--- config.mk ---
export PLATFORM = sky130hd
export DESIGN_NAME = deser_global_control_regs
export DESIGN_NICKNAME = d
export VERILOG_FILES = /design/src/hdl/deser_global_pkg.sv /design/src/hdl/deser_global_control_regs.sv
export SDC_FILE = /design/constraint.sdc
export NUM_CORES = 1
export LEC_CHECK = 0
export BUFFER_PORTS_ARGS = -buffer_cell sky130_fd_sc_hd__clkbuf_2
export CORE_MARGIN = 1
export CORE_UTILIZATION = 25
export CTS_CLUSTER_SIZE = 30
export DETAILED_ROUTE_END_ITERATION = 16
export PLACE_DENSITY = 0.47
export SLEW_MARGIN = 15
export SYNTH_ARGS = -nofsm -noshare
export SYNTH_HDL_FRONTEND = slang
export SYNTH_SLANG_ARGS = --single-unit
--- constraint.sdc ---
create_clock -name clk -period 3.2 [get_ports clk]
set_clock_uncertainty 0.2 [all_clocks]
set_input_delay 0.64 -clock clk [delete_from_list [all_inputs] [get_ports clk]]
set_output_delay 0.64 -clock clk [all_outputs]
set_load 0.01 [all_outputs]
--- src/hdl/deser_global_pkg.sv ---
/*
 * constants of the shared control and identification register bank: offsets, field positions,
 * reset values, timing and control states.
 * assumes a 50 MHz device clock and 8-bit register offsets on both access paths.
 */
// How it works
// - override clear: address field shows captured strap address, writes to it ignored
// - override set: field writable, device answers there, reads show address in use
// - override select resets to 0 so strap address wins; 1 gives programmed address
// - writing 1 to bit 2 of soft reset register restarts rom load unless bit 0 is also set without bit 1, self-clearing
// - load-complete status sets once power-up or requested rom load finishes
// - bit 1 resets all logic and every configuration register, then clears itself
// - bit 0 resets logic but keeps configuration registers, then clears itself
// - bit 5 of global config enables the local bus master, 0 disables it
// - policy bit 4 at 0 and no assigned port locked: output goes high impedance
// - policy bit at 1: output keeps running; no assigned lock gives LP-11 when sleep select bit 2 and drive enable bit 3 are 1
// - sleep select 1 and drive enable bit 3 at 0 force outputs high impedance
// - sleep select bit 2 at 0 with policy bit 1: outputs driven HS-0 while lock is low
// - parity check enable bit 1, default 1, makes receivers check parity
// - per port, parity flag sets once error count reaches the 16-bit limit
// - refclk override bit 0 at 1 reports reference clock present, else detector
// - revision register read-only: silicon revision high nibble, mask revision low
// - registers reachable from local management bus and remote control channel
package deser_global_pkg;

  // ----------------------------------------------------------------
  // register offsets
  // ----------------------------------------------------------------
  localparam logic [7:0] OFS_BUS_ADDRESS = 8'h00;
  localparam logic [7:0] OFS_SOFT_RESET = 8'h01;
  localparam logic [7:0] OFS_GLOBAL_CONFIG = 8'h02;
  localparam logic [7:0] OFS_REVISION = 8'h03;

  // ----------------------------------------------------------------
  // field positions
  // ----------------------------------------------------------------
  localparam int BIT_OVERRIDE_SEL = 0;
  localparam int BIT_LOGIC_RESET = 0;
  localparam int BIT_FULL_RESET = 1;
  localparam int BIT_ROM_RELOAD = 2;
  localparam int BIT_REFCLK_OVR = 0;
  localparam int BIT_PARITY_EN = 1;
  localparam int BIT_SLEEP_SEL = 2;
  localparam int BIT_DRIVE_EN = 3;
  localparam int BIT_LOCKLESS_POLICY = 4;
  localparam int BIT_MASTER_EN = 5;

  // ----------------------------------------------------------------
  // reset values
  // ----------------------------------------------------------------
  localparam logic [7:0] CONFIG_RESET = 8'h1e;
  localparam logic [7:0] CONFIG_WRITE_MASK = 8'h3f;
  localparam logic [6:0] ADDRESS_RESET = 7'h00;
  localparam logic [7:0] READ_UNMAPPED = 8'h00;

  // ----------------------------------------------------------------
  // timing
  // ----------------------------------------------------------------
  localparam int CLK_PERIOD_NS = 20;
  localparam int SOFT_RESET_TIME_NS = 80;
  localparam int SOFT_RESET_CYCLES_INT = (SOFT_RESET_TIME_NS + CLK_PERIOD_NS - 1) / CLK_PERIOD_NS;
  localparam logic [3:0] SOFT_RESET_CYCLES = 4'(SOFT_RESET_CYCLES_INT);

  // ----------------------------------------------------------------
  // control states
  // ----------------------------------------------------------------
  typedef enum logic [3:0] {
    ST_REQ = 4'b0001,
    ST_LOAD = 4'b0010,
    ST_RUN = 4'b0100,
    ST_RST = 4'b1000
  } ctl_state_e;

endpackage : deser_global_pkg

--- src/hdl/deser_global_control_regs.sv ---
/*
 * shared control and identification registers with boot/reset sequencing, output policy
 * and per-port parity error flags.
 * assumes the serial bus slave and the control channel each hand over single-byte
 * accesses on clk with req held until ack; lock, refclk detect and strap come from pins.
 */
module deser_global_control_regs
  import deser_global_pkg::*;
#(
  parameter logic [3:0] SILICON_REV = 4'h7, // arbitrary value
  parameter logic [3:0] MASK_REV = 4'h5 // arbitrary value
) (
  input wire logic clk,
  input wire logic rst_n,
  input wire logic loc_req,
  input wire logic loc_we,
  input wire logic [7:0] loc_addr,
  input wire logic [7:0] loc_wdata,
  output logic loc_ack,
  output logic [7:0] loc_rdata,
  input wire logic rem_req,
  input wire logic rem_we,
  input wire logic [7:0] rem_addr,
  input wire logic [7:0] rem_wdata,
  output logic rem_ack,
  output logic [7:0] rem_rdata,
  input wire logic [6:0] strap_address,
  input wire logic rom_load_finished,
  input wire logic refclk_detected,
  input wire logic [3:0] rx_lock,
  input wire logic [3:0] port_assigned,
  input wire logic [3:0] parity_err_pulse,
  input wire logic [15:0] parity_error_limit,
  output logic [6:0] bus_address_field,
  output logic rom_load_req,
  output logic cfg_load_done,
  output logic logic_reset,
  output logic master_en,
  output logic parity_check_en,
  output logic refclk_present,
  output logic csi_hiz,
  output logic csi_lp11,
  output logic csi_hs0,
  output logic [3:0] parity_error_flag
);

  // ----------------------------------------------------------------
  // pin synchronisers
  // ----------------------------------------------------------------
  logic [6:0] strap_s1, strap_s2;
  logic [3:0] lock_s1, lock_s2;
  logic refclk_s1, refclk_s2;

  always_ff @(posedge clk) begin
    if (!rst_n) begin
      strap_s1 <= ADDRESS_RESET;
      strap_s2 <= ADDRESS_RESET;
      lock_s1 <= 4'h0;
      lock_s2 <= 4'h0;
      refclk_s1 <= 1'b0;
      refclk_s2 <= 1'b0;
    end else begin
      strap_s1 <= strap_address;
      strap_s2 <= strap_s1;
      lock_s1 <= rx_lock;
      lock_s2 <= lock_s1;
      refclk_s1 <= refclk_detected;
      refclk_s2 <= refclk_s1;
    end
  end

  // ----------------------------------------------------------------
  // access arbitration
  // ----------------------------------------------------------------
  // local path wins a tie; the remote request simply waits one more cycle
  logic loc_take, rem_take, acc_take, acc_we;
  logic [7:0] acc_addr, acc_wdata;
  assign loc_take = loc_req && !loc_ack;
  assign rem_take = rem_req && !rem_ack && !loc_take;
  assign acc_take = loc_take || rem_take;
  assign acc_we = loc_take ? loc_we : rem_we;
  assign acc_addr = loc_take ? loc_addr : rem_addr;
  assign acc_wdata = loc_take ? loc_wdata : rem_wdata;

  function automatic logic hit(input logic [7:0] a, input logic [7:0] ofs);
    hit = (a == ofs);
  endfunction : hit

  logic wr_addr, wr_reset, wr_cfg;
  assign wr_addr = acc_take && acc_we && hit(acc_addr, OFS_BUS_ADDRESS);
  assign wr_reset = acc_take && acc_we && hit(acc_addr, OFS_SOFT_RESET);
  assign wr_cfg = acc_take && acc_we && hit(acc_addr, OFS_GLOBAL_CONFIG);

  logic req_full, req_logic, req_reload;
  assign req_full = wr_reset && acc_wdata[BIT_FULL_RESET];
  assign req_logic = wr_reset && acc_wdata[BIT_LOGIC_RESET] && !req_full;
  assign req_reload = wr_reset && acc_wdata[BIT_ROM_RELOAD] && !req_full && !req_logic;

  // ----------------------------------------------------------------
  // boot and soft reset sequencing
  // ----------------------------------------------------------------
  ctl_state_e state, next_state;
  logic [3:0] rst_cnt;
  logic booted;
  logic reload_after_rst;

  always_comb begin
    next_state = state;
    case (state)
      ST_REQ: next_state = ST_LOAD;
      ST_LOAD: if (rom_load_finished) next_state = ST_RUN;
      ST_RUN: begin
        if (req_full || req_logic) begin
          next_state = ST_RST;
        end else if (req_reload) begin
          next_state = ST_REQ;
        end
      end
      ST_RST: begin
        if (rst_cnt == 4'h1) begin
          next_state = reload_after_rst ? ST_REQ : ST_RUN;
        end
      end
      default: next_state = ST_REQ;
    endcase
  end

  always_ff @(posedge clk) begin
    if (!rst_n) begin
      state <= ST_REQ;
    end else begin
      state <= next_state;
    end
  end

  always_ff @(posedge clk) begin
    if (!rst_n) begin
      rst_cnt <= 4'h0;
      reload_after_rst <= 1'b0;
      logic_reset <= 1'b0;
    end else if (state == ST_RUN && (req_full || req_logic)) begin
      rst_cnt <= SOFT_RESET_CYCLES;
      reload_after_rst <= req_full;
      logic_reset <= 1'b1;
    end else if (state == ST_RST && rst_cnt != 4'h1) begin
      rst_cnt <= rst_cnt - 4'h1;
    end else begin
      rst_cnt <= 4'h0;
      logic_reset <= 1'b0;
    end
  end

  always_ff @(posedge clk) begin
    if (!rst_n) begin
      rom_load_req <= 1'b0;
      cfg_load_done <= 1'b0;
    end else begin
      rom_load_req <= (state == ST_REQ);
      if (state == ST_REQ) begin
        cfg_load_done <= 1'b0;
      end else if (state == ST_LOAD && rom_load_finished) begin
        cfg_load_done <= 1'b1;
      end
    end
  end

  // ----------------------------------------------------------------
  // bus address register
  // ----------------------------------------------------------------
  // strap is sampled only once, at the end of the first load after power-up
  logic [6:0] strap_latched, prog_address;
  logic override_sel;

  always_ff @(posedge clk) begin
    if (!rst_n) begin
      booted <= 1'b0;
      strap_latched <= ADDRESS_RESET;
    end else if (!booted && state == ST_LOAD && rom_load_finished) begin
      booted <= 1'b1;
      strap_latched <= strap_s2;
    end
  end

  always_ff @(posedge clk) begin
    if (!rst_n || req_full) begin
      override_sel <= 1'b0;
      prog_address <= ADDRESS_RESET;
    end else if (wr_addr) begin
      override_sel <= acc_wdata[BIT_OVERRIDE_SEL];
      if (acc_wdata[BIT_OVERRIDE_SEL]) begin
        prog_address <= acc_wdata[7:1];
      end
    end
  end

  logic [6:0] next_bus_address;
  assign next_bus_address = override_sel ? prog_address : strap_latched;

  always_ff @(posedge clk) begin
    if (!rst_n) begin
      bus_address_field <= ADDRESS_RESET;
    end else begin
      bus_address_field <= next_bus_address;
    end
  end

  // ----------------------------------------------------------------
  // global configuration register
  // ----------------------------------------------------------------
  logic [7:0] cfg;

  always_ff @(posedge clk) begin
    if (!rst_n || req_full) begin
      cfg <= CONFIG_RESET;
    end else if (wr_cfg) begin
      cfg <= acc_wdata & CONFIG_WRITE_MASK;
    end
  end

  assign master_en = cfg[BIT_MASTER_EN];
  assign parity_check_en = cfg[BIT_PARITY_EN];

  always_ff @(posedge clk) begin
    if (!rst_n) begin
      refclk_present <= 1'b0;
    end else begin
      refclk_present <= cfg[BIT_REFCLK_OVR] || refclk_s2;
    end
  end

  // ----------------------------------------------------------------
  // output port policy
  // ----------------------------------------------------------------
  logic any_lock;
  assign any_lock = |(lock_s2 & port_assigned);

  always_ff @(posedge clk) begin
    if (!rst_n) begin
      csi_hiz <= 1'b1;
      csi_lp11 <= 1'b0;
      csi_hs0 <= 1'b0;
    end else if (cfg[BIT_SLEEP_SEL] && !cfg[BIT_DRIVE_EN]) begin
      csi_hiz <= 1'b1;
      csi_lp11 <= 1'b0;
      csi_hs0 <= 1'b0;
    end else if (any_lock) begin
      csi_hiz <= 1'b0;
      csi_lp11 <= 1'b0;
      csi_hs0 <= 1'b0;
    end else if (!cfg[BIT_LOCKLESS_POLICY]) begin
      csi_hiz <= 1'b1;
      csi_lp11 <= 1'b0;
      csi_hs0 <= 1'b0;
    end else begin
      csi_hiz <= 1'b0;
      csi_lp11 <= cfg[BIT_SLEEP_SEL];
      csi_hs0 <= !cfg[BIT_SLEEP_SEL];
    end
  end

  // ----------------------------------------------------------------
  // per-port parity error counting
  // ----------------------------------------------------------------
  // counters saturate so a long run of errors cannot wrap below the limit
  logic [15:0] par_cnt [4];

  for (genvar p = 0; p < 4; p++) begin : g_parity
    always_ff @(posedge clk) begin
      if (!rst_n || logic_reset) begin
        par_cnt[p] <= 16'h0000;
        parity_error_flag[p] <= 1'b0;
      end else begin
        if (parity_check_en && parity_err_pulse[p] && par_cnt[p] != 16'hffff) begin
          par_cnt[p] <= par_cnt[p] + 16'h0001;
        end
        parity_error_flag[p] <= (par_cnt[p] >= parity_error_limit);
      end
    end
  end

  // ----------------------------------------------------------------
  // read data and acknowledge
  // ----------------------------------------------------------------
  logic [7:0] rd_value;

  always_comb begin
    case (acc_addr)
      OFS_BUS_ADDRESS: rd_value = {next_bus_address, override_sel};
      OFS_SOFT_RESET: rd_value = 8'h00;
      OFS_GLOBAL_CONFIG: rd_value = cfg;
      OFS_REVISION: rd_value = {SILICON_REV, MASK_REV};
      default: rd_value = READ_UNMAPPED;
    endcase
  end

  always_ff @(posedge clk) begin
    if (!rst_n) begin
      loc_ack <= 1'b0;
      rem_ack <= 1'b0;
      loc_rdata <= 8'h00;
      rem_rdata <= 8'h00;
    end else begin
      loc_ack <= loc_take;
      rem_ack <= rem_take;
      if (loc_take && !loc_we) begin
        loc_rdata <= rd_value;
      end
      if (rem_take && !rem_we) begin
        rem_rdata <= rd_value;
      end
    end
  end
endmodule : deser_global_control_regs

Word-level counts from Yosys, hierarchy flattened
Memories as Yosys holds them, arrays and structs flattened.
Index checks and enable logic that the tools add are counted.
{ "classes": {"addsub": 5, "order_cmp": 4, "n_eq_ne": 17, "n_mux": 35, "bitwise_logic": 8, "n_reduce_logical": 53} }
{ "ops": {"columns": ["op", "n"], "rows": [
  ["16-bit by 1-bit adder with 16-bit output (second input constant)", 4],
  ["16-bit greater-or-equal comparator", 4],
  ["16-bit 2-to-1 mux", 4],
  ["16-bit != test (second input constant)", 4],
  ["1-bit logical AND", 29],
  ["8-bit one-hot mux with 3 select lines", 1],
  ["1-bit 2-to-1 mux", 19],
  ["8-bit by 2-bit == test with 1-bit output (second input constant)", 2],
  ["4-bit 2-to-1 mux", 4],
  ["8-bit 2-to-1 mux", 2],
  ["4-bit one-hot mux with 4 select lines", 1],
  ["1-bit zero test", 11],
  ["3-bit 2-to-1 mux", 3],
  ["4-bit by 1-bit == test with 1-bit output (second input constant)", 2],
  ["8-bit by 1-bit == test with 1-bit output (second input constant)", 1],
  ["8-bit zero test", 1],
  ["7-bit 2-to-1 mux", 1],
  ["7-bit OR reduction", 1],
  ["2-bit != test (second input constant)", 3],
  ["1-bit logical OR", 5],
  ["4-bit bitwise AND", 1],
  ["4-bit by 2-bit == test with 1-bit output (second input constant)", 1],
  ["4-bit by 3-bit == test with 1-bit output (second input constant)", 1],
  ["4-bit == test (second input constant)", 1],
  ["10 further kinds", 16]
]} }
{ "word_totals": {"regBits": 91, "ramBits": 64, "input_bits": 75, "out_inout_bits": 38, "wordCells": 154, "n_memories": 1} }
{ "mem_list": {"columns": ["memory", "depth", "width", "rd", "rd_clocked_by_memory_dff", "wr", "line", "source"], "rows": [
  ["par_cnt", 4, 16, 4, 0, 4, "deser_global_control_regs.sv:265", "logic [15:0] par_cnt [4];"]
]} }

Depth between registers and ports, before layout
Gate-level depths: netlist (run 1).
{ "depth": {"word_depth": 15, "ltp_mapped": 8, "ltp_nobuf": 7} }

Worst setup path before layout (run 1)
Ideal clock, no wire load.
{ "synth_timing": {"kind": "input-to-reg", "from": "input loc_addr[3]", "to": "register state[0]", "setup_time_ps": 116, "t_arrival_ps": 2699, "required_ps": 2884, "setup_slack_ps": 184, "cell_stages": 6, "path_buffers": 1, "cell_sequence": "or4_1 or4_1 buf_2 o32a_4 or3_4 a41o_1"} }
{ "synth_via": {"elab_chain_cells": 10, "elab_cells_between_ends": 16, "cone_classes": "2 x eq/ne; 3 x mux; 11 x reduce/logical"} }
{ "synth_lines": {"columns": ["item", "line", "source"], "rows": [
  ["start: declaration", "deser_global_control_regs.sv:17", "input wire logic [7:0] loc_addr,"],
  ["8-bit 2-to-1 mux (*)", "deser_global_control_regs.sv:82", "assign acc_addr = loc_take ? loc_addr : rem_addr;"],
  ["8-bit by 1-bit == test with 1-bit output (*)", "deser_global_control_regs.sv:86", "hit = (a == ofs);"],
  ["1-bit logical AND (*)", "deser_global_control_regs.sv:91", "assign wr_reset = acc_take && acc_we && hit(acc_addr, OFS_SOFT_RESET);"],
  ["1-bit logical AND", "deser_global_control_regs.sv:95", "assign req_full = wr_reset && acc_wdata[BIT_FULL_RESET];"],
  ["1-bit zero test", "deser_global_control_regs.sv:96, deser_global_control_regs.sv:97", null],
  ["1-bit logical AND", "deser_global_control_regs.sv:96", "assign req_logic = wr_reset && acc_wdata[BIT_LOGIC_RESET] && !req_full;"],
  ["1-bit zero test", "deser_global_control_regs.sv:97", "assign req_reload = wr_reset && acc_wdata[BIT_ROM_RELOAD] && !req_full && !req_logic;"],
  ["1-bit logical AND", "deser_global_control_regs.sv:97", null],
  ["3-bit != test (no line)", null, null],
  ["3-bit AND reduction (no line)", null, null],
  ["end signal: assignment", "deser_global_control_regs.sv:132", "state <= next_state;"],
  ["end: declaration", "deser_global_control_regs.sv:102", "ctl_state_e state, next_state;"]
]} }
Mark *: on every way between the ends. The rest lies on a longest branch, timed or not.
A chain may end at the register's enable or synchronous reset.

==> flow_metrics.py, run 1 <==
metrics = {
    "timing": {
        "layout_setup_ws_ns": 0.5666,
        "finalHoldViolations": 0,
        "fmax_mhz": 379.7,
        "tightest_slew_ns": 0.9254,
        "holdWs_ns": 0.2051,
        "max_slew_margin_pct": 38.25,
        "fin_crit_ns": 2.633,
        "rsz0062_at_grt": "false",
        "drv_slew": 0,
        "setup-violations-final": 0,
        "fin_tns_setup_ns": 0,
        "fin_crit_sh_pct": 82.29,
    },
    "routing": {
        "antenna_left": 0,
        "vias": 6304,
        "wl_um": 21140,
        "drtPass1Iterations": 5,
        "via_per_inst": 4.465,
        "wl_per_cell_um": 14.97,
        "drc": 0,
        "drt-initial-drc-count": 316,
    },
    "setup_path": {
        "path_depth": 5,
        "slowest_delay_ns": 0.52,
        "critPathBufInv": 0,
        "critPathCaptureType": "register",
        "critical_path_class": "register to register",
        "worstPathArrival_ns": 2.45,
        "worst-r2r-cell-count": 5,
        "worstPathRequired_ns": 3.02,
        "cp-start-kind": "register",
        "crit_chain": "ha_1 > and3_1 > nand4_1 > o311ai_0 > nand2_1",
        "cp_top_family": "simple AND/OR/NAND/NOR gates",
        "crit_path_top_delay_cell": "nand2_1",
        "worstPathMaxFanout": 16,
        "r2r_setup_slack_ns": 0.57,
    },
    "clock_network": {
        "hold_buffers": 0,
        "clkTransAtPathRegs_ns": 0.07,
        "post_cts_buffers": 0,
        "tritoncts": "done",
        "clock_latency_ns": 0.43,
        "htree_num_levels": 4,
        "cts_root_buf": "clkbuf_16",
        "clock_path_buffers": 2,
        "numCtsBuffers": 17,
        "ctsResizeCount": 0,
        "cts.sinks": 155,
    },
    "pwr": {
        "vdd_ir_drop_max_uv": 387.5,
        "p_per_area_nw_per_um2": 478.6,
        "p_leak_nw": 4.170,
    },
    "place": {
        "gp_congestion": 0.7801,
        "io_buffers": 112,
        "place_hpwl_um": 15720,
        "placed_area_um2": 9305,
        "pre_cts_ws_ns": 0.1132,
    },
    "logic_synthesis": {
        "synth_xor_area_share_pct": 6.212,
        "synth_compound_area_share_pct": 10.94,
        "synth-edff-count": 64,
        "syn_area_per_cell_um2": 9.701,
        "yosysWarnings": 0,
        "synth_nets": 988,
        "ys_seq_area_share_pct": 45.78,
        "yosys.cell_types.count": 54,
        "synth-simple-area-share_pct": 19.52,
        "synthCells": 843,
        "async_reset_ff_share_pct": 0,
        "synthAdderAreaFrac_pct": 10.71,
        "yosys_most_used_dff": "dfxtp_1",
        "ys_seq_elements": 155,
        "synth_top_family_by_area": "simple AND/OR/NAND/NOR gates",
        "netlist_area_um2": 8178,
        "muxShareOfSynthArea_pct": 3.626,
    },
    "grt": {
        "grt_overflow": 0,
        "gr-usage-all-layers_pct": 13.24,
        "grt_pass1_vias": 6271,
        "grt_max_degree": 43,
        "grt_pass1_wl_um": 34120,
        "antenna_found_initial": 0,
    },
    "cells_and_area": {
        "final_cell_area_um2": 9867,
        "nNetsFinal": 1109,
        "syn_to_final_growth_pct": 20.65,
        "nFillCells": 3418,
        "final_layout_size_suffix_gt1_share_pct": 18.12,
        "fin_util_pct": 30.95,
        "diodes": 0,
    },
    "worst_hold_path": {
        "whs_path_depth": 2,
        "hp-class": "input pin to register",
    },
    "floorplanning": {
        "row_count": 65,
        "fp.dieW_um": 182.9,
        "die_y_um": 182.9,
        "ios": 113,
        "core_um2": 31880,
        "start_util_pct": 25.65,
        "dieArea_um2": 33440,
    },
    "run_status": {
        "status": "completed",
    },
    "flow_run": {
        "drv_cap": 0,
    },
}
-- worst paths after layout --
path                    start            end
max reg2reg     par_cnt[3][0]  par_cnt[3][5]
min          strap_address[6]    strap_s1[6]
min reg2reg         refclk_s1      refclk_s2
max             par_cnt[3][0]  par_cnt[3][5]
-- layout by cell type, fill, tap and decap left out, drive strengths merged, types with 3 or more instances in the layout --
cell / count
a211o: 8
a211oi: 10
a21o: 18
a21oi: 35
a31oi: 3
a41o: 3
a41oi: 6
and2: 32
and3: 11
and4: 3
buf: 17
clkbuf: 130
clkinv: 6
dfxtp: 91
edfxtp: 64
ha: 70
inv: 48
mux2: 5
mux2i: 24
nand2: 63
nand2b: 6
nand3: 23
nand4: 14
nor2: 120
nor2b: 6
nor3: 17
nor3b: 5
nor4: 5
o2111ai: 4
o21a: 4
o21ai: 27
or2: 5
or3: 8
or4b: 4
xnor2: 32
xor2: 26
-- metal layers --
| layer | vias to the layer above | part of all wire [%] | wire [µm] | track usage (%) |
|---|---|---|---|---|
| met5 | - | 0 | 0 | 0 |
| met4 | 0 | 0.95 | 200 | 3.400 |
| met3 | 18 | 4.7 | 999 | 3.118 |
| met2 | 145 | 44 | 9257 | 20.93 |
| met1 | 2906 | 51 | 10690 | 18.08 |
| li1 | 3235 | - | - | - |
-- cell usage after synthesis, types with 7 or more instances --
master	instances	area share (%)
a21oi_1	35	2.1
o21ai_0	26	1.6
ha_1	70	11
mux2i_1	24	2.9
a211o_1	8	0.86
and3_1	11	0.84
nor3_1	17	1.0
nand4_1	14	1.1
xor2_1	26	2.8
nand2_1	63	2.9
xnor2_1	32	3.4
a211oi_1	10	0.92
and2_1	32	2.4
nand3_1	23	1.4
nor2_1	120	5.5
dfxtp_1	91	22
inv_1	41	1.9
a21o_1	18	1.7
edfxtp_1	64	24
or3_1	7	0.54
clkbuf_1	21	0.96
-- layout make-up --
cell class	instances	area [µm²]	share of cell area, %
tap	435	544.3	5.516
multi-input combinational	619	4172	42.28
timing repair buffer	129	688.2	6.974
inverter	42	157.7	1.598
clock buffer	18	429.2	4.349
clock inverter	14	132.6	1.344
sequential	155	3744	37.94
-- state kept, by name, summed over array words and instances (netlist names), 4 cells and up --
signal and flops:
lock_s2 4, par_cnt 64, prog_address 7, cfg 6, loc_rdata 8, strap_s1 7, parity_error_flag 4, lock_s1 4
strap_s2 7, state 4, strap_latched 7, rst_cnt 4, rem_rdata 8, bus_address_field 7
-- power by group --
part	internal, mW	switching (mW)	leakage [nW]
registers	2.15	0.0887	1.45
logic	0.222	0.285	2.44
clock network	1.09	0.890	0.278
-- metrics by stage --
stage                     power (mW)  cells
after floorplan                2.591    843
after global placement         2.787   1380
after detailed placement       2.795   1380
after CTS                      4.790   1412
after global routing           4.940   1412
final                          4.722   1412
-- logic make-up after synthesis --
kind of cell / Yosys count
xor gates and xnor gates: 58
muxes: 29
adders and majority gates: 70
and+or+nand+nor: 329
buffers and inverters: 69
AOI/OAI and AO/OA: 133
DFF: 155
Power figures use the tool's default switching activity.
==> run 2, diff against run 1 <==
==> constraint.sdc (replaced) <==
create_clock -name clk -period 2.5 [get_ports clk]
set_clock_uncertainty 0.2 [all_clocks]
set_input_delay 0.5 -clock clk [delete_from_list [all_inputs] [get_ports clk]]
set_output_delay 0.5 -clock clk [all_outputs]
set_load 0.01 [all_outputs]
==> flow_metrics.py, run 2 (synthesis gave the netlist of run 1 again) <==
metrics = {
    "clock_network": {
        "post_cts_buffers": 0,
        "hold_buffers": 0,
        "cts_root_buf": "clkbuf_16",
        "htree_num_levels": 4,
        "ctsResizeCount": 0,
        "numCtsBuffers": 17,
        "clock_latency_ns": 0.43,
        "cts.sinks": 155,
        "tritoncts": "done",
        "clock_path_buffers": 2,
        "clkTransAtPathRegs_ns": 0.07,
    },
    "floorplanning": {
        "dieArea_um2": 33440,
        "die_y_um": 182.9,
        "start_util_pct": 25.65,
        "core_um2": 31880,
        "row_count": 65,
        "ios": 113,
        "fp.dieW_um": 182.9,
    },
    "cells_and_area": {
        "syn_to_final_growth_pct": 23.53,
        "diodes": 0,
        "regMostFlops": "par_cnt",
        "multi_input_area_um2": 4184,
        "largestRegisters": "par_cnt: 64 flops, loc_rdata: 8 flops, rem_rdata: 8 flops",
        "layout_common_cells": "120 x nor2_1, 112 x clkbuf_2, 91 x dfxtp_1",
        "largest_reg_flops": 64,
        "instances_no_fill": 1438,
        "final_layout_size_suffix_gt1_share_pct": 20.54,
        "ff_latch_area_um2": 3744,
        "nNetsFinal": 1135,
        "nFillCells": 3349,
        "final_cell_area_um2": 10100,
        "fin_util_pct": 31.69,
        "layout_commonest_cell": "nor2_1",
    },
    "run_status": {
        "status": "completed",
    },
    "routing": {
        "drc": 0,
        "antenna_left": 0,
        "drt-initial-drc-count": 245,
        "vias": 6427,
        "via_per_inst": 4.469,
        "wl_per_cell_um": 15.03,
        "wl_um": 21610,
        "drtPass1Iterations": 4,
    },
    "timing": {
        "rsz0062_at_grt": "false",
        "fin_tns_setup_ns": 0,
        "fin_crit_ns": 2.448,
        "finalHoldViolations": 0,
        "fin_crit_sh_pct": 97.91,
        "max_slew_margin_pct": 64.88,
        "fmax_mhz": 408.5,
        "setup-violations-final": 0,
        "drv_slew": 0,
        "tightest_slew_ns": 0.5223,
    },
    "grt": {
        "grt_pass1_vias": 6341,
        "gr-usage-all-layers_pct": 13.36,
        "antenna_found_initial": 0,
        "grt_pass1_wl_um": 34420,
        "grt_overflow": 0,
        "grt_max_degree": 43,
    },
    "pwr": {
        "p_per_area_nw_per_um2": 606.4,
        "vdd_ir_drop_max_uv": 473.3,
        "total_power_mw": 6.126,
        "p_leak_nw": 4.319,
    },
    "place": {
        "placed_area_um2": 9508,
        "placed_cells_incl_taps": 1406,
        "io_buffers": 112,
        "place_hpwl_um": 16440,
        "gp_congestion": 0.7838,
    },
    "flow_run": {
        "drv_cap": 0,
    },
    "setup_path": {
        "cp-start-kind": "input pin",
        "critPathBufInv": 2,
        "worstPathRequired_ns": 2.61,
        "critical_path_class": "input pin to register",
        "crit_path_top_delay_cell": "or4_4",
        "cp_common_cell": "or4_4",
        "worstPathMaxFanout": 4,
        "worstPathArrival_ns": 2.55,
        "crit_chain": "clkbuf_2 > or4_4 > or4_4 > o32a_4 > buf_4 > o311ai_0 > o41ai_1",
        "critPathCaptureType": "register",
        "slowest_delay_ns": 0.54,
        "cp_top_family": "simple AND/OR/NAND/NOR gates",
    },
    "worst_hold_path": {
        "hp-class": "input pin to register",
    },
}
==> run 2: cell types whose count changed in the layout (fill, tap and decap cells not counted), sizes merged <==
cell,delta
clkbuf,+3
bufinv,-1
clkinvlp,-1
buf,+26
inv,-1
==> run 2: power by group <==
group / total [mW] / switching (mW) / internal, mW / leakage [nW]
sequential: 2.86 / 0.108 / 2.75 / 1.45
clock: 2.58 / 1.14 / 1.44 / 0.295
combinational: 0.685 / 0.376 / 0.309 / 2.57
total: 6.13 / 1.62 / 4.50 / 4.32
==> run 2: final cells by class <==
cell class / count / share of cell area [%]
Inverter: 42 / 1.561
Multi-Input combinational cell: 619 / 41.42
Timing Repair Buffer: 155 / 8.744
Sequential cell: 155 / 37.06
Clock inverter: 11 / 0.9661
Clock buffer: 21 / 4.867
Tap cell: 435 / 5.388
==> run 2: final timing paths <==
check               from          endpoint  slack (ns)  cells past startpoint
max          loc_addr[3]  reload_after_rst        0.05                      7
min           rx_lock[0]        lock_s1[0]        0.07                      2
max reg2reg      loc_ack   prog_address[0]        0.10                      6
min reg2reg    refclk_s1         refclk_s2        0.23                      1
==> run 2: metal layers <==
| metal | wire length [µm] | track usage [%] | vias to the layer above |
|---|---|---|---|
| met3 | 1184 | 2.939 | 16 |
| met4 | 206 | 3.200 | 0 |
| met1 | 10520 | 18.08 | 2959 |
| met5 | 0 | 0 | - |
| li1 | - | - | 3288 |
| met2 | 9696 | 21.57 | 164 |
==> run 2: metrics by stage <==
step	hold WS, ns	setup slack (ns)
global placement	0.2148	-0.3947
detailed placement	0.2177	-0.4060
global route	0.05548	0.001288
CTS	0.05248	0.04304
floorplan	0.2114	-0.3753
finish	0.07314	0.05228
==> run 3, diff against run 2 <==
==> constraint.sdc (replaced) <==
create_clock -name clk -period 2.65 [get_ports clk]
set_clock_uncertainty 0.2 [all_clocks]
set_input_delay 0.53 -clock clk [delete_from_list [all_inputs] [get_ports clk]]
set_output_delay 0.53 -clock clk [all_outputs]
set_load 0.01 [all_outputs]
==> flow_metrics.py, run 3 (synthesis gave the netlist of run 1 again) <==
metrics = {
    "timing": {
        "fin_crit_ns": 2.526,
        "fmax_mhz": 395.9,
        "layout_setup_ws_ns": 0.1240,
        "setup-violations-final": 0,
        "holdWs_ns": 0.09724,
        "fin_crit_sh_pct": 95.32,
        "rsz0062_at_grt": "false",
        "finalHoldViolations": 0,
        "tightest_slew_ns": 0.7347,
        "max_slew_margin_pct": 50.57,
        "drv_slew": 0,
    },
    "clock_network": {
        "ctsResizeCount": 0,
        "clkTransAtPathRegs_ns": 0.07,
        "clock_latency_ns": 0.43,
        "post_cts_buffers": 0,
        "clock_path_buffers": 2,
        "hold_buffers": 0,
        "cts.sinks": 155,
        "cts_root_buf": "clkbuf_16",
        "htree_num_levels": 4,
        "tritoncts": "done",
        "numCtsBuffers": 17,
    },
    "cells_and_area": {
        "nFillCells": 3401,
        "layout_common_cells": "120 x nor2_1, 112 x clkbuf_2, 91 x dfxtp_1",
        "layout_commonest_cell": "nor2_1",
        "largestRegisters": "par_cnt: 64 flops, loc_rdata: 8 flops, rem_rdata: 8 flops",
        "final_layout_size_suffix_gt1_share_pct": 19.94,
        "syn_to_final_growth_pct": 22.75,
        "diodes": 0,
        "instances_no_fill": 1433,
        "regMostFlops": "par_cnt",
        "nNetsFinal": 1130,
        "largest_reg_flops": 64,
        "fin_util_pct": 31.49,
    },
    "worst_hold_path": {
        "hp-class": "input pin to register",
    },
    "routing": {
        "wl_um": 21200,
        "drc": 0,
        "drt-initial-drc-count": 430,
        "drtPass1Iterations": 5,
        "wl_per_cell_um": 14.79,
        "via_per_inst": 4.417,
        "antenna_left": 0,
        "vias": 6330,
    },
    "floorplanning": {
        "core_um2": 31880,
        "ios": 113,
        "fp.dieW_um": 182.9,
        "row_count": 65,
        "die_y_um": 182.9,
        "dieArea_um2": 33440,
        "start_util_pct": 25.65,
    },
    "setup_path": {
        "cp-start-kind": "input pin",
        "worstPathArrival_ns": 2.69,
        "critical_path_class": "input pin to register",
        "critPathCaptureType": "register",
        "worstPathMaxFanout": 3,
        "worstPathRequired_ns": 2.81,
    },
    "grt": {
        "gr-usage-all-layers_pct": 13.10,
        "antenna_found_initial": 0,
        "grt_max_degree": 43,
        "grt_pass1_wl_um": 33820,
        "grt_overflow": 0,
        "grt_pass1_vias": 6141,
    },
    "place": {
        "pre_cts_ws_ns": -0.3079,
        "placed_cells_incl_taps": 1401,
        "gp_congestion": 0.7898,
        "io_buffers": 112,
        "place_hpwl_um": 16020,
    },
    "pwr": {
        "vdd_ir_drop_max_uv": 446.2,
        "p_leak_nw": 4.275,
        "p_per_area_nw_per_um2": 570.0,
    },
    "flow_run": {
        "drv_cap": 0,
    },
    "run_status": {
        "status": "completed",
    },
}
==> run 3: path summary, 6_finish.rpt <==
check	slack (ns)	depth (start not counted)	endpoint	startpoint
hold / removal	0.1	2	lock_s1[1]	rx_lock[1]
setup / recovery	0.12	7	state[3]	loc_addr[3]
setup reg to reg	0.30	6	par_cnt[3][10]	par_cnt[3][0]
hold reg to reg	0.23	1	strap_s2[4]	strap_s1[4]
==> run 3: final cells by class <==
class                   instances  area, µm²  area share [%]
inverters                      42      157.7           1.570
clock inverters                15      150.1           1.496
repair buffers                150      845.8           8.426
clock buffers                  17      425.4           4.238
multi-input cells             619       4172           41.56
flip-flops and latches        155       3744           37.29
well taps                     435      544.3           5.422
==> run 3: through the flow <==
step / setup TNS, ns / area [µm²] / power [mW]
final: 0 / 10040 / 5.722
after global routing: 0 / 10040 / 6.003
after CTS: 0 / 10040 / 5.806
after detailed placement: -5.232 / 9463 / 3.390
after global placement: -4.916 / 9463 / 3.385
after floorplan: -2.123 / 8178 / 3.129
==> run 3: where the power goes <==
part	internal (mW)	leakage, nW	switching, mW	total (mW)
sequential	2.59	1.45	0.107	2.70
combinational	0.283	2.54	0.347	0.630
clock	1.25	0.283	1.14	2.39
==> run 3: critical path, cell delays in order <==
cell and delay (ns):
clkbuf_2 0.07, or4_1 0.53, or4_1 0.49, o32a_4 0.39
or3_4 0.39, buf_4 0.15, a21oi_1 0.13
==> run 3: routing by layer <==
layer	up-vias	global-route usage [%]	share of wire [%]
met5	-	0	0
met4	0	3.367	0.70
met3	11	2.939	4.6
met2	152	20.63	45
met1	2887	18.05	50
li1	3280	-	-
